===== src/ssc_pkg.sv =====
// Purpose: Shared constants and types for the flag-semaphore port controller
// Assumes: 125 MHz core_clk; one port of the dual-port part is driven
// Notes: Flag access time is an assumed default; raise T_ACC_NS for a slower part
package ssc_pkg;
    localparam int CLK_PS = 8000;
    localparam int T_WP_NS = 15;
    localparam int T_SWR_NS = 10;
    localparam int T_ACC_NS = 70;
    // Pin to usable filtered value: three stages plus the filter register
    localparam int SYNC_LAT = 4;
    localparam int NUM_FLAGS = 8;
    localparam int IDX_W = 3;
    localparam int DATA_W = 8;
    localparam int CNT_W = 4;

    // Least time rounded up to whole cycles, never below one
    function automatic int ns2cyc(input int ns);
        int c;
        c = (ns * 1000 + CLK_PS - 1) / CLK_PS;
        return (c < 1) ? 1 : c;
    endfunction : ns2cyc

    localparam logic [CNT_W-1:0] WP_LAST = CNT_W'(ns2cyc(T_WP_NS) - 1);
    localparam logic [CNT_W-1:0] SWR_LAST = CNT_W'(ns2cyc(T_SWR_NS) - 1);
    localparam logic [CNT_W-1:0] ACC_LAST = CNT_W'(ns2cyc(T_ACC_NS) + SYNC_LAT - 1);
    localparam logic [CNT_W-1:0] CNT_ZERO = 4'h0;
    localparam logic [CNT_W-1:0] CNT_ONE = 4'h1;
    localparam logic [IDX_W-1:0] IDX_FIRST = 3'h0;
    localparam logic [IDX_W-1:0] IDX_LAST = IDX_W'(NUM_FLAGS - 1);
    localparam logic [IDX_W-1:0] IDX_ONE = 3'h1;
    localparam logic WBIT_REQ = 1'b0;
    localparam logic WBIT_REL = 1'b1;
    localparam logic [DATA_W-2:0] DATA_HI_ZERO = 7'h00;
    localparam logic [DATA_W-1:0] DATA_ALL_ZERO = 8'h00;

    typedef enum logic [2:0] {
        OP_REQ = 3'h0,
        OP_REL = 3'h1,
        OP_READ = 3'h2,
        OP_ACQ = 3'h3,
        OP_INIT = 3'h4
    } ssc_op_t;

    typedef struct packed {
        ssc_op_t op;
        logic [IDX_W-1:0] index;
    } ssc_cmd_t;

    typedef struct packed {
        logic mem_select_n;
        logic flag_select_n;
        logic write_n;
        logic oe_n;
        logic [IDX_W-1:0] flag_index;
        logic [DATA_W-1:0] data_out;
        logic data_oe;
    } ssc_pins_t;

    localparam ssc_pins_t PINS_IDLE = '{mem_select_n: 1'b1, flag_select_n: 1'b1, write_n: 1'b1,
        oe_n: 1'b1, flag_index: 3'h0, data_out: 8'h00, data_oe: 1'b0};

    typedef enum logic [5:0] {
        ST_IDLE = 6'h01,
        ST_SETUP = 6'h02,
        ST_WRITE = 6'h04,
        ST_RECOV = 6'h08,
        ST_READ = 6'h10,
        ST_DONE = 6'h20
    } ssc_state_t;
endpackage : ssc_pkg


===== src/ssc_ctrl.sv =====
// Purpose: Host controller driving one port's flag-semaphore pins
// Assumes: Flag data pins arrive asynchronously and are filtered here
// Notes: Memory array is never accessed; memory select is held high
`timescale 1ns/1ps
module ssc_ctrl (
    // Clock and reset
    input wire logic core_clk,
    input wire logic sys_rst,
    // User command port
    input wire logic cmd_valid,
    input wire ssc_pkg::ssc_cmd_t cmd,
    output logic cmd_ready,
    // User response
    output logic resp_valid,
    output logic resp_owned,
    // Device port pins
    output ssc_pkg::ssc_pins_t pins,
    input wire logic [ssc_pkg::DATA_W-1:0] data_in
);
    ssc_pkg::ssc_state_t state_q, state_d;
    logic [ssc_pkg::CNT_W-1:0] cnt_q, cnt_d;
    ssc_pkg::ssc_cmd_t cmd_q, cmd_d;
    ssc_pkg::ssc_pins_t pins_q, pins_d;
    logic wbit_q, wbit_d;
    logic fail_q, fail_d;
    logic owned_q, owned_d;
    logic ready_q, ready_d;
    logic rv_q, rv_d;
    logic ro_q, ro_d;
    logic [ssc_pkg::DATA_W-1:0] s1_q, s2_q, s3_q, filt_q, filt_d;

    // A bit moves only when the second and third stages agree
    always_comb begin
        filt_d = (s2_q & s3_q) | (filt_q & (s2_q ^ s3_q));
    end

    always_ff @(posedge core_clk or posedge sys_rst) begin
        if (sys_rst) begin
            s1_q <= ssc_pkg::DATA_ALL_ZERO;
            s2_q <= ssc_pkg::DATA_ALL_ZERO;
            s3_q <= ssc_pkg::DATA_ALL_ZERO;
            filt_q <= ssc_pkg::DATA_ALL_ZERO;
        end else begin
            s1_q <= data_in;
            s2_q <= s1_q;
            s3_q <= s2_q;
            filt_q <= filt_d;
        end
    end

    always_comb begin
        state_d = state_q;
        cnt_d = cnt_q;
        cmd_d = cmd_q;
        pins_d = pins_q;
        wbit_d = wbit_q;
        fail_d = fail_q;
        owned_d = owned_q;
        ready_d = ready_q;
        rv_d = 1'b0;
        ro_d = ro_q;
        pins_d.mem_select_n = 1'b1;
        case (state_q)
            ssc_pkg::ST_IDLE: begin
                if (cmd_valid && ready_q) begin
                    cmd_d = cmd;
                    ready_d = 1'b0;
                    fail_d = 1'b0;
                    owned_d = 1'b0;
                    cnt_d = ssc_pkg::CNT_ZERO;
                    pins_d.flag_index = (cmd.op == ssc_pkg::OP_INIT) ? ssc_pkg::IDX_FIRST : cmd.index;
                    pins_d.flag_select_n = 1'b0;
                    if (cmd.op == ssc_pkg::OP_READ) begin
                        pins_d.oe_n = 1'b0;
                        state_d = ssc_pkg::ST_READ;
                    end else begin
                        // Request on REQ and ACQ, release otherwise
                        wbit_d = (cmd.op == ssc_pkg::OP_REQ || cmd.op == ssc_pkg::OP_ACQ) ?
                            ssc_pkg::WBIT_REQ : ssc_pkg::WBIT_REL;
                        state_d = ssc_pkg::ST_SETUP;
                    end
                end
            end
            ssc_pkg::ST_SETUP: begin
                // Strobe falls a cycle after select so the address has settled
                pins_d.write_n = 1'b0;
                pins_d.data_out = {ssc_pkg::DATA_HI_ZERO, wbit_q};
                pins_d.data_oe = 1'b1;
                cnt_d = ssc_pkg::CNT_ZERO;
                state_d = ssc_pkg::ST_WRITE;
            end
            ssc_pkg::ST_WRITE: begin
                cnt_d = cnt_q + ssc_pkg::CNT_ONE;
                if (cnt_q == ssc_pkg::WP_LAST) begin
                    pins_d.write_n = 1'b1;
                    pins_d.data_oe = 1'b0;
                    cnt_d = ssc_pkg::CNT_ZERO;
                    state_d = ssc_pkg::ST_RECOV;
                end
            end
            ssc_pkg::ST_RECOV: begin
                cnt_d = cnt_q + ssc_pkg::CNT_ONE;
                if (cnt_q == ssc_pkg::SWR_LAST) begin
                    cnt_d = ssc_pkg::CNT_ZERO;
                    if (cmd_q.op == ssc_pkg::OP_ACQ && !fail_q) begin
                        pins_d.oe_n = 1'b0;
                        state_d = ssc_pkg::ST_READ;
                    end else begin
                        state_d = ssc_pkg::ST_DONE;
                    end
                end
            end
            ssc_pkg::ST_READ: begin
                cnt_d = cnt_q + ssc_pkg::CNT_ONE;
                if (cnt_q == ssc_pkg::ACC_LAST) begin
                    owned_d = (filt_q == ssc_pkg::DATA_ALL_ZERO);
                    pins_d.oe_n = 1'b1;
                    cnt_d = ssc_pkg::CNT_ZERO;
                    state_d = ssc_pkg::ST_DONE;
                end
            end
            ssc_pkg::ST_DONE: begin
                if (cmd_q.op == ssc_pkg::OP_INIT && pins_q.flag_index != ssc_pkg::IDX_LAST) begin
                    pins_d.flag_index = pins_q.flag_index + ssc_pkg::IDX_ONE;
                    state_d = ssc_pkg::ST_SETUP;
                end else if (cmd_q.op == ssc_pkg::OP_ACQ && !owned_q && !fail_q) begin
                    // A lost request is withdrawn so a stale latch cannot hang the peer
                    fail_d = 1'b1;
                    wbit_d = ssc_pkg::WBIT_REL;
                    state_d = ssc_pkg::ST_SETUP;
                end else begin
                    pins_d.flag_select_n = 1'b1;
                    rv_d = 1'b1;
                    ro_d = owned_q;
                    ready_d = 1'b1;
                    state_d = ssc_pkg::ST_IDLE;
                end
            end
            default: begin
                pins_d = ssc_pkg::PINS_IDLE;
                ready_d = 1'b1;
                state_d = ssc_pkg::ST_IDLE;
            end
        endcase
    end

    always_ff @(posedge core_clk or posedge sys_rst) begin
        if (sys_rst) begin
            state_q <= ssc_pkg::ST_IDLE;
            cnt_q <= ssc_pkg::CNT_ZERO;
            cmd_q <= '{op: ssc_pkg::OP_REQ, index: 3'h0};
            pins_q <= ssc_pkg::PINS_IDLE;
            wbit_q <= ssc_pkg::WBIT_REL;
            fail_q <= 1'b0;
            owned_q <= 1'b0;
            ready_q <= 1'b1;
            rv_q <= 1'b0;
            ro_q <= 1'b0;
        end else begin
            state_q <= state_d;
            cnt_q <= cnt_d;
            cmd_q <= cmd_d;
            pins_q <= pins_d;
            wbit_q <= wbit_d;
            fail_q <= fail_d;
            owned_q <= owned_d;
            ready_q <= ready_d;
            rv_q <= rv_d;
            ro_q <= ro_d;
        end
    end

    assign cmd_ready = ready_q;
    assign resp_valid = rv_q;
    assign resp_owned = ro_q;
    assign pins = pins_q;
endmodule : ssc_ctrl


===== config.mk =====
export PLATFORM = sky130hd
export DESIGN_NAME = ssc_ctrl
export DESIGN_NICKNAME = d
export VERILOG_FILES = /design/src/ssc_pkg.sv /design/src/ssc_ctrl.sv
export SDC_FILE = /design/constraint.sdc
export NUM_CORES = 1
export LEC_CHECK = 0
export ABC_AREA = 1
export BUFFER_PORTS_ARGS = -buffer_cell sky130_fd_sc_hd__buf_2
export CORE_ASPECT_RATIO = 1.25
export CORE_UTILIZATION = 61
export CTS_CLUSTER_DIAMETER = 120
export DETAILED_ROUTE_END_ITERATION = 8
export PLACE_DENSITY = 0.83
export SLEW_MARGIN = 0
export SYNTH_ARGS = -nofsm -noshare
export SYNTH_HDL_FRONTEND = slang
export SYNTH_SLANG_ARGS = --single-unit

===== constraint.sdc =====
create_clock -name core_clk -period 2.7 [get_ports core_clk]
set_input_delay 0.405 -clock core_clk [delete_from_list [all_inputs] [get_ports core_clk]]
set_output_delay 0.405 -clock core_clk [all_outputs]
set_load 0.03 [all_outputs]

==> metrics.txt, run 1 <==
Final HPWL DP=3.39 mm; CP required=2970 ps; power share of the sequential group=0.366; worst-case vdd ir drop=730 uV; synthesized area=0.00258 sq mm; # diodes=0; First-pass DRT Iterations=4; fmax=0.648 GHz; Placed Area=0.00276 sq mm; DRC viols=0; post-route antenna net violation count=0; Gate power share=0.344; Total GRT Usage=0.238; Max-Cap Viols=0; synth-to-layout area growth=16.0%; RSZ-0062 raised after global routing=false; Worst Path Class, Setup=reg -> reg; Layout Nets=338; post-synthesis adder-cell area fraction=0.0630; Synth Area in XOR/XNOR=0.00678; worst-path maximum fanout=4; Slew Viols, Final=0; first-pass GRT wire length=7.49 mm; worst slew pin tran=551 ps; top-count cell post-synth=nand2_1; vias in the first global route=1814; Leak Pwr=1.67 nW; Clock Path Buffers=2; DIE HEIGHT=74.8 um; share of cells above drive strength 1=0.208; Int Power=0.00198 W; CTS Sinks=58; FF-to-FF setup slack=1160 ps; H-tree depth=3; WL final=4.53 mm; clock share of power=0.290; Placement Rows=26; number of setup buffers added after CTS=0; clk slew on worst S/H paths=60 ps; kind of path behind the tightest hold check=in -> async; number of synthesized flops with an enable pin=0; Starting Density=0.635; Syn Area/Cell=9.53 sq um; Synth cell types=27; status=complete, no violations; Ys Warns=0; fin crit share=0.571; sw power=0.00119 W; Sw Share=0.376; cts hold-fix bufs=0; DR iter-0 viols=118; Die X=60.2 um; P per Cell Area=1060 mW/mm^2; largest net degree at the start of global routing=28; Vias=1870; Setup TNS Final=0 ps; CTS tree=done; Final Hold Viols=0; CP Launch Type=flip-flop; post_cts resized=0; post-synthesis async set-or-reset flop share=1.00; post-synthesis mux area share=0; Inserted Clock Buffers=9; largest family of logic cells by synthesized area=simple AND/OR/NAND/NOR gates; Commonest cells post-synth=65 x nand2_1, 53 x dfrtp_1, 30 x nor2_1; Routability Congestion=0.939; Worst Setup End Kind=flip-flop; area fraction in compound gates after synthesis=0.0591; Final min period=1540 ps; Max-Slew Margin vs Limit=0.632; Top FF cell, synth=dfrtp_1; Worst Clk Skew=4.90 ps; root buf cell=clkbuf_8; IO Count=36; largest cells by area after synthesis=dfrtp_1 51%, nand2_1 9.4%, ha_1 6.3%, dfstp_2 5.1%, nor2_1 4.4%; register bit total from synthesis=58; drt wl/cell=12.3 um; Final Cell Area=0.00300 sq mm; initial antenna violation count=0; Die Area=0.00450 sq mm; Synth top area share=0.513; final setup vio count=0; hold slack=113 ps; simple logic cell fraction of the synthesized area=0.239; IO Port Bufs=27; Post-Synthesis Cells=271; biggest area consumer among synthesized cells=dfrtp_1; grt total ovfl=0; clk_lat worst skew=340 ps; crit path DAT=1810 ps; Seq/Total Area, Yosys=0.564; post-DR vias/cell=5.07; core box area=0.00407 sq mm
[worst max-delay path: stages (launching register included)]
cell,delay [ps]
dfrtp_1,400
ha_1,220
ha_1,170
nand3b_1,180
nor2_1,200
a21oi_1,100
nand3_1,140
nand2_1,60
[worst paths after layout]
kind / startpoint / cells after the start / endpoint
hold / removal: sys_rst / 2 / cmd_q[5]
hold reg to reg: s1_q[4] / 0 / s2_q[4]
setup reg to reg: pins[9] / 7 / state_q[0]
max in group asynchronous: sys_rst / 3 / s1_q[3]
setup / recovery: pins[9] / 7 / state_q[0]
min in group core_clk: data_in[0] / 1 / s1_q[0]
[cells in the final DEF, fill, tap and decap left out, types with 2 or more instances in the layout]
master	n
a21o_1	8
a21oi_1	6
buf_2	27
buf_4	2
bufinv_16	2
clkbuf_8	12
conb_1	8
dfrtp_1	53
dfstp_2	5
ha_1	13
inv_1	25
inv_2	2
nand2_1	65
nand3_1	20
nand3_2	5
nand4_1	2
nor2_1	30
nor2_2	3
nor2_4	3
o21ai_0	2
o21ai_1	9
[stage by stage]
step / total power [W] / util / instances / setup slack [ps]
6_report: 0.00317 / 0.737 / 369 / 1160
5_1_grt: 0.00337 / 0.737 / 369 / 1010
3_5_place_dp: 0.00226 / 0.678 / 353 / 1160
3_3_place_gp: 0.00223 / 0.678 / 353 / 1160
2_1_floorplan: 0.00202 / - / 277 / 875
4_1_cts: 0.00319 / 0.737 / 369 / 1150
[layer usage]
metal | GRT usage | up-vias | share of wire
met2 | 0.405 | 52 | 0.50
met1 | 0.265 | 876 | 0.42
met5 | 0 | - | 0
met3 | 0.0533 | 13 | 0.046
met4 | 0.152 | 0 | 0.029
li1 | - | 929 | -
[power groups by stage]
stage,Sequential (W),Combinational [W],Clock [W]
detailed placement,0.00117,0.00109,0
global placement,0.00117,0.00106,0
floorplan,0.00123,0.000790,0
finish,0.00116,0.00109,0.000921
global route,0.00118,0.00123,0.000967
CTS,0.00116,0.00109,0.000933
[cell families after synthesis]
logic type | after synthesis
fa+ha+maj | 13
buf+inv | 36
other cells | 2
xor+xnor | 2
flops | 58
compound gates | 26
simple gates | 134
[state kept, by name, indices dropped and copies added (netlist names)]
register / count
cmd_q: 3
owned_q: 1
pins: 7
filt_q: 8
resp_owned: 1
s2_q: 8
s1_q: 8
resp_valid: 1
state_q: 6
cmd_ready: 1
s3_q: 8
fail_q: 1
cnt_q: 4
wbit_q: 1
[layout make-up]
class                   count  area (sq um)
clock buffers              12           165
clock inverters             4          72.6
fillers                   315          1070
inverters                  27           101
multi-input cells         183           980
flip-flops and latches     58          1460
well taps                  56          70.1
repair buffers             29           150
No activity file was read; power rests on OpenSTA's default activity.
==> inputs of run 2 (changes only) <==
Settings changed: CORE_UTILIZATION 61 to 56, PLACE_DENSITY 0.83 to 0.77.
Clock period 2.7 ns to 1.49 ns, I/O delays scaled along.
==> run 2 against run 1 <==
Net effect:
- the run now ends with negative setup slack left
- fmax shrank 2.4%
- total power grew 110%
- sequential power grew 83%
- clock power grew 36%
- clock skew grew 1.9 ps
- critical path type unchanged
- critical endpoint is now fail_q
==> metrics.txt, run 2 (same netlist as run 1, synthesis figures left out) <==
Int Power=0.00377 W (+90%); IO Count=36 (unchanged); share of cells above drive strength 1=0.325 (+0.117); first-pass GRT wire length=8.87 mm (+18%); Worst Clk Skew=6.82 ps (+1.92 ps); DR iter-0 viols=155 (+31%); fin crit share=1.06 (+0.489); Leak Pwr=1.82 nW (+8.6%); worst slew pin tran=560 ps (+9.24 ps); drt wl/cell=15.4 um (+25%); Max-Cap Viols=0 (unchanged); status=complete, but fails checks; RSZ-0062 raised after global routing=true; post-route antenna net violation count=0 (unchanged); non-filler cells, final=406 (+10%); clock share of power=0.192 (-0.098); slack of the critical path=-89.9 ps (-1250 ps); hold slack=10.3 ps (-103 ps); Final min period=1580 ps (+37.6 ps); max incr delay on CP=430 ps (+30 ps); failing checks=negative setup slack; Sw Share=0.423 (+0.0468); clk_lat worst skew=330 ps (about the same); power share of the sequential group=0.325 (-0.041); Starting Density=0.584 (-0.0516); kind of path behind the tightest hold check=in -> reg; Slew Viols, Final=0 (unchanged); Die Area=0.00489 sq mm (+8.7%); largest net degree at the start of global routing=26 (-7.1%); Final HPWL DP=3.58 mm (+5.5%); Max-Slew Margin vs Limit=0.626 (-0.00641); # diodes=0 (unchanged); fmax=0.633 GHz (-2.4%); crit path DAT=1810 ps (about the same); CTS Sinks=58 (unchanged); worst-path maximum fanout=3 (-1); sw power=0.00276 W (+130%); CP Launch Type=flip-flop; R2R cell count=7 (unchanged); initial antenna violation count=0 (unchanged); worst-case vdd ir drop=1310 uV (+79%); synth-to-layout area growth=31.8%; core box area=0.00443 sq mm (+8.8%); CP required=1720 ps (-1250 ps); worst hold path depth=1; post-DR vias/cell=5.21 (+2.9%); DIE HEIGHT=77.9 um (+4.2%); grt total ovfl=0 (unchanged); Placement Rows=27 (+3.8%); Inserted Clock Buffers=9 (unchanged); Routability Congestion=0.888 (-5.4%); commonest non-fill, non-tap cell in the layout=nand2_1; Worst path slowest cell=dfrtp_2; P per Cell Area=1920 mW/mm^2 (+81%); CTS tree=done; DRC viols=0 (unchanged); Clock Path Buffers=2 (unchanged); root buf cell=clkbuf_8; Worst Path Class, Setup=reg -> reg; clk slew on worst S/H paths=60 ps (about the same); vias in the first global route=2049 (+13%); CP Cell Sequence=ha_4, ha_4, nand3b_1, nor2_4, nor2_1, a21oi_1, nor2_1; Layout Nets=373 (+10%); Total GRT Usage=0.242 (+0.00409); final setup vio count=19 (+19); dpl cells=369 (+4.5%); First-pass DRT Iterations=4 (unchanged); Gate power share=0.483 (+0.139); H-tree depth=3 (unchanged); most frequent cells in the layout=62 x nand2_1, 50 x dfrtp_1, 27 x buf_2; # fillers=281 (-11%); IO Port Bufs=27 (unchanged); Vias=2117 (+13%); Worst Setup End Kind=flip-flop; Die X=62.8 um (+4.2%); WL final=6.25 mm (+38%); Final Hold Viols=0 (unchanged)
-- run 2: cell types whose count changed in the layout (fill, tap and decap cells not counted), sizes merged --
cell,before,now
inv,27,26
clkbuf,12,11
clkinvlp,1,3
nand3,25,26
buf,29,55
clkinv,1,3
dlygate4sd3,0,8
bufinv,2,0
-- run 2: worst paths after layout --
| check | from | endpoint | slack [ps] |
|---|---|---|---|
| worst max-delay path | pins[10] | fail_q | -90 |
| worst min-delay path | data_in[3] | s1_q[3] | 10 |
| worst max register to register | pins[10] | fail_q | -90 |
| worst min register to register | s1_q[6] | s2_q[6] | 340 |
| max in group asynchronous | sys_rst | pins[9] | 500 |
| min in group asynchronous | sys_rst | pins[0] | 500 |
-- run 2: routing by layer --
layer | track usage | routed length, um | up-vias
met5 | 0 | 0 | -
met4 | 0.130 | 156 | 0
met3 | 0.0574 | 245 | 18
met2 | 0.408 | 3390 | 65
met1 | 0.284 | 2460 | 1040
li1 | - | - | 994
-- run 2: worst max-delay path, delay by kind of cell, from the launching register on --
kind / cells / cell delay [ps]
and+or+nand+nor: 4 / 600
DFF: 1 / 430
adders and majority gates: 2 / 320
AOI/OAI and AO/OA: 1 / 130
-- run 2: timing repair --
item / in CTS / in global routing
gates cloned: 0 / 1
pin swaps: 6 / 11
hold buffers: 8 / 0
resized for setup: 5 / 29
setup buffers: 2 / 10
setup endpoints to repair: 6 / 22
endpoints found under the hold margin: 24 / 0
-- run 2: layout make-up --
class / instances / area (sq um) / area share
Timing Repair Buffer: 63 / 474 / 0.139
Inverter: 27 / 105 / 0.0309
Clock buffer: 11 / 141 / 0.0415
Sequential cell: 58 / 1460 / 0.429
Tap cell: 58 / 72.6 / 0.0213
Clock inverter: 5 / 30.0 / 0.00882
Multi-Input combinational cell: 184 / 1120 / 0.329
-- run 2: through the flow --
step | total power [W] | worst slack (ps) | TNS (ps) | area, sq um | util
final | 0.00653 | -89.9 | -993 | 3410 | 0.770
after global routing | 0.00690 | -178 | -2800 | 3410 | 0.770
after CTS | 0.00571 | -42.6 | -54.3 | 3180 | 0.719
after detailed placement | 0.00440 | -9.10 | -19.5 | 2890 | 0.653
after global placement | 0.00435 | -4.74 | -7.49 | 2890 | 0.653
after floorplan | 0.00368 | 13.8 | 0 | 2620 | -
-- run 2: power by group through the flow --
stage / Combinational [W] / Clock (W) / Sequential (W)
2_1_floorplan: 0.00143 / 0 / 0.00224
6_report: 0.00315 / 0.00125 / 0.00212
5_1_grt: 0.00342 / 0.00133 / 0.00215
3_5_place_dp: 0.00229 / 0 / 0.00212
4_1_cts: 0.00235 / 0.00126 / 0.00209
3_3_place_gp: 0.00224 / 0 / 0.00211
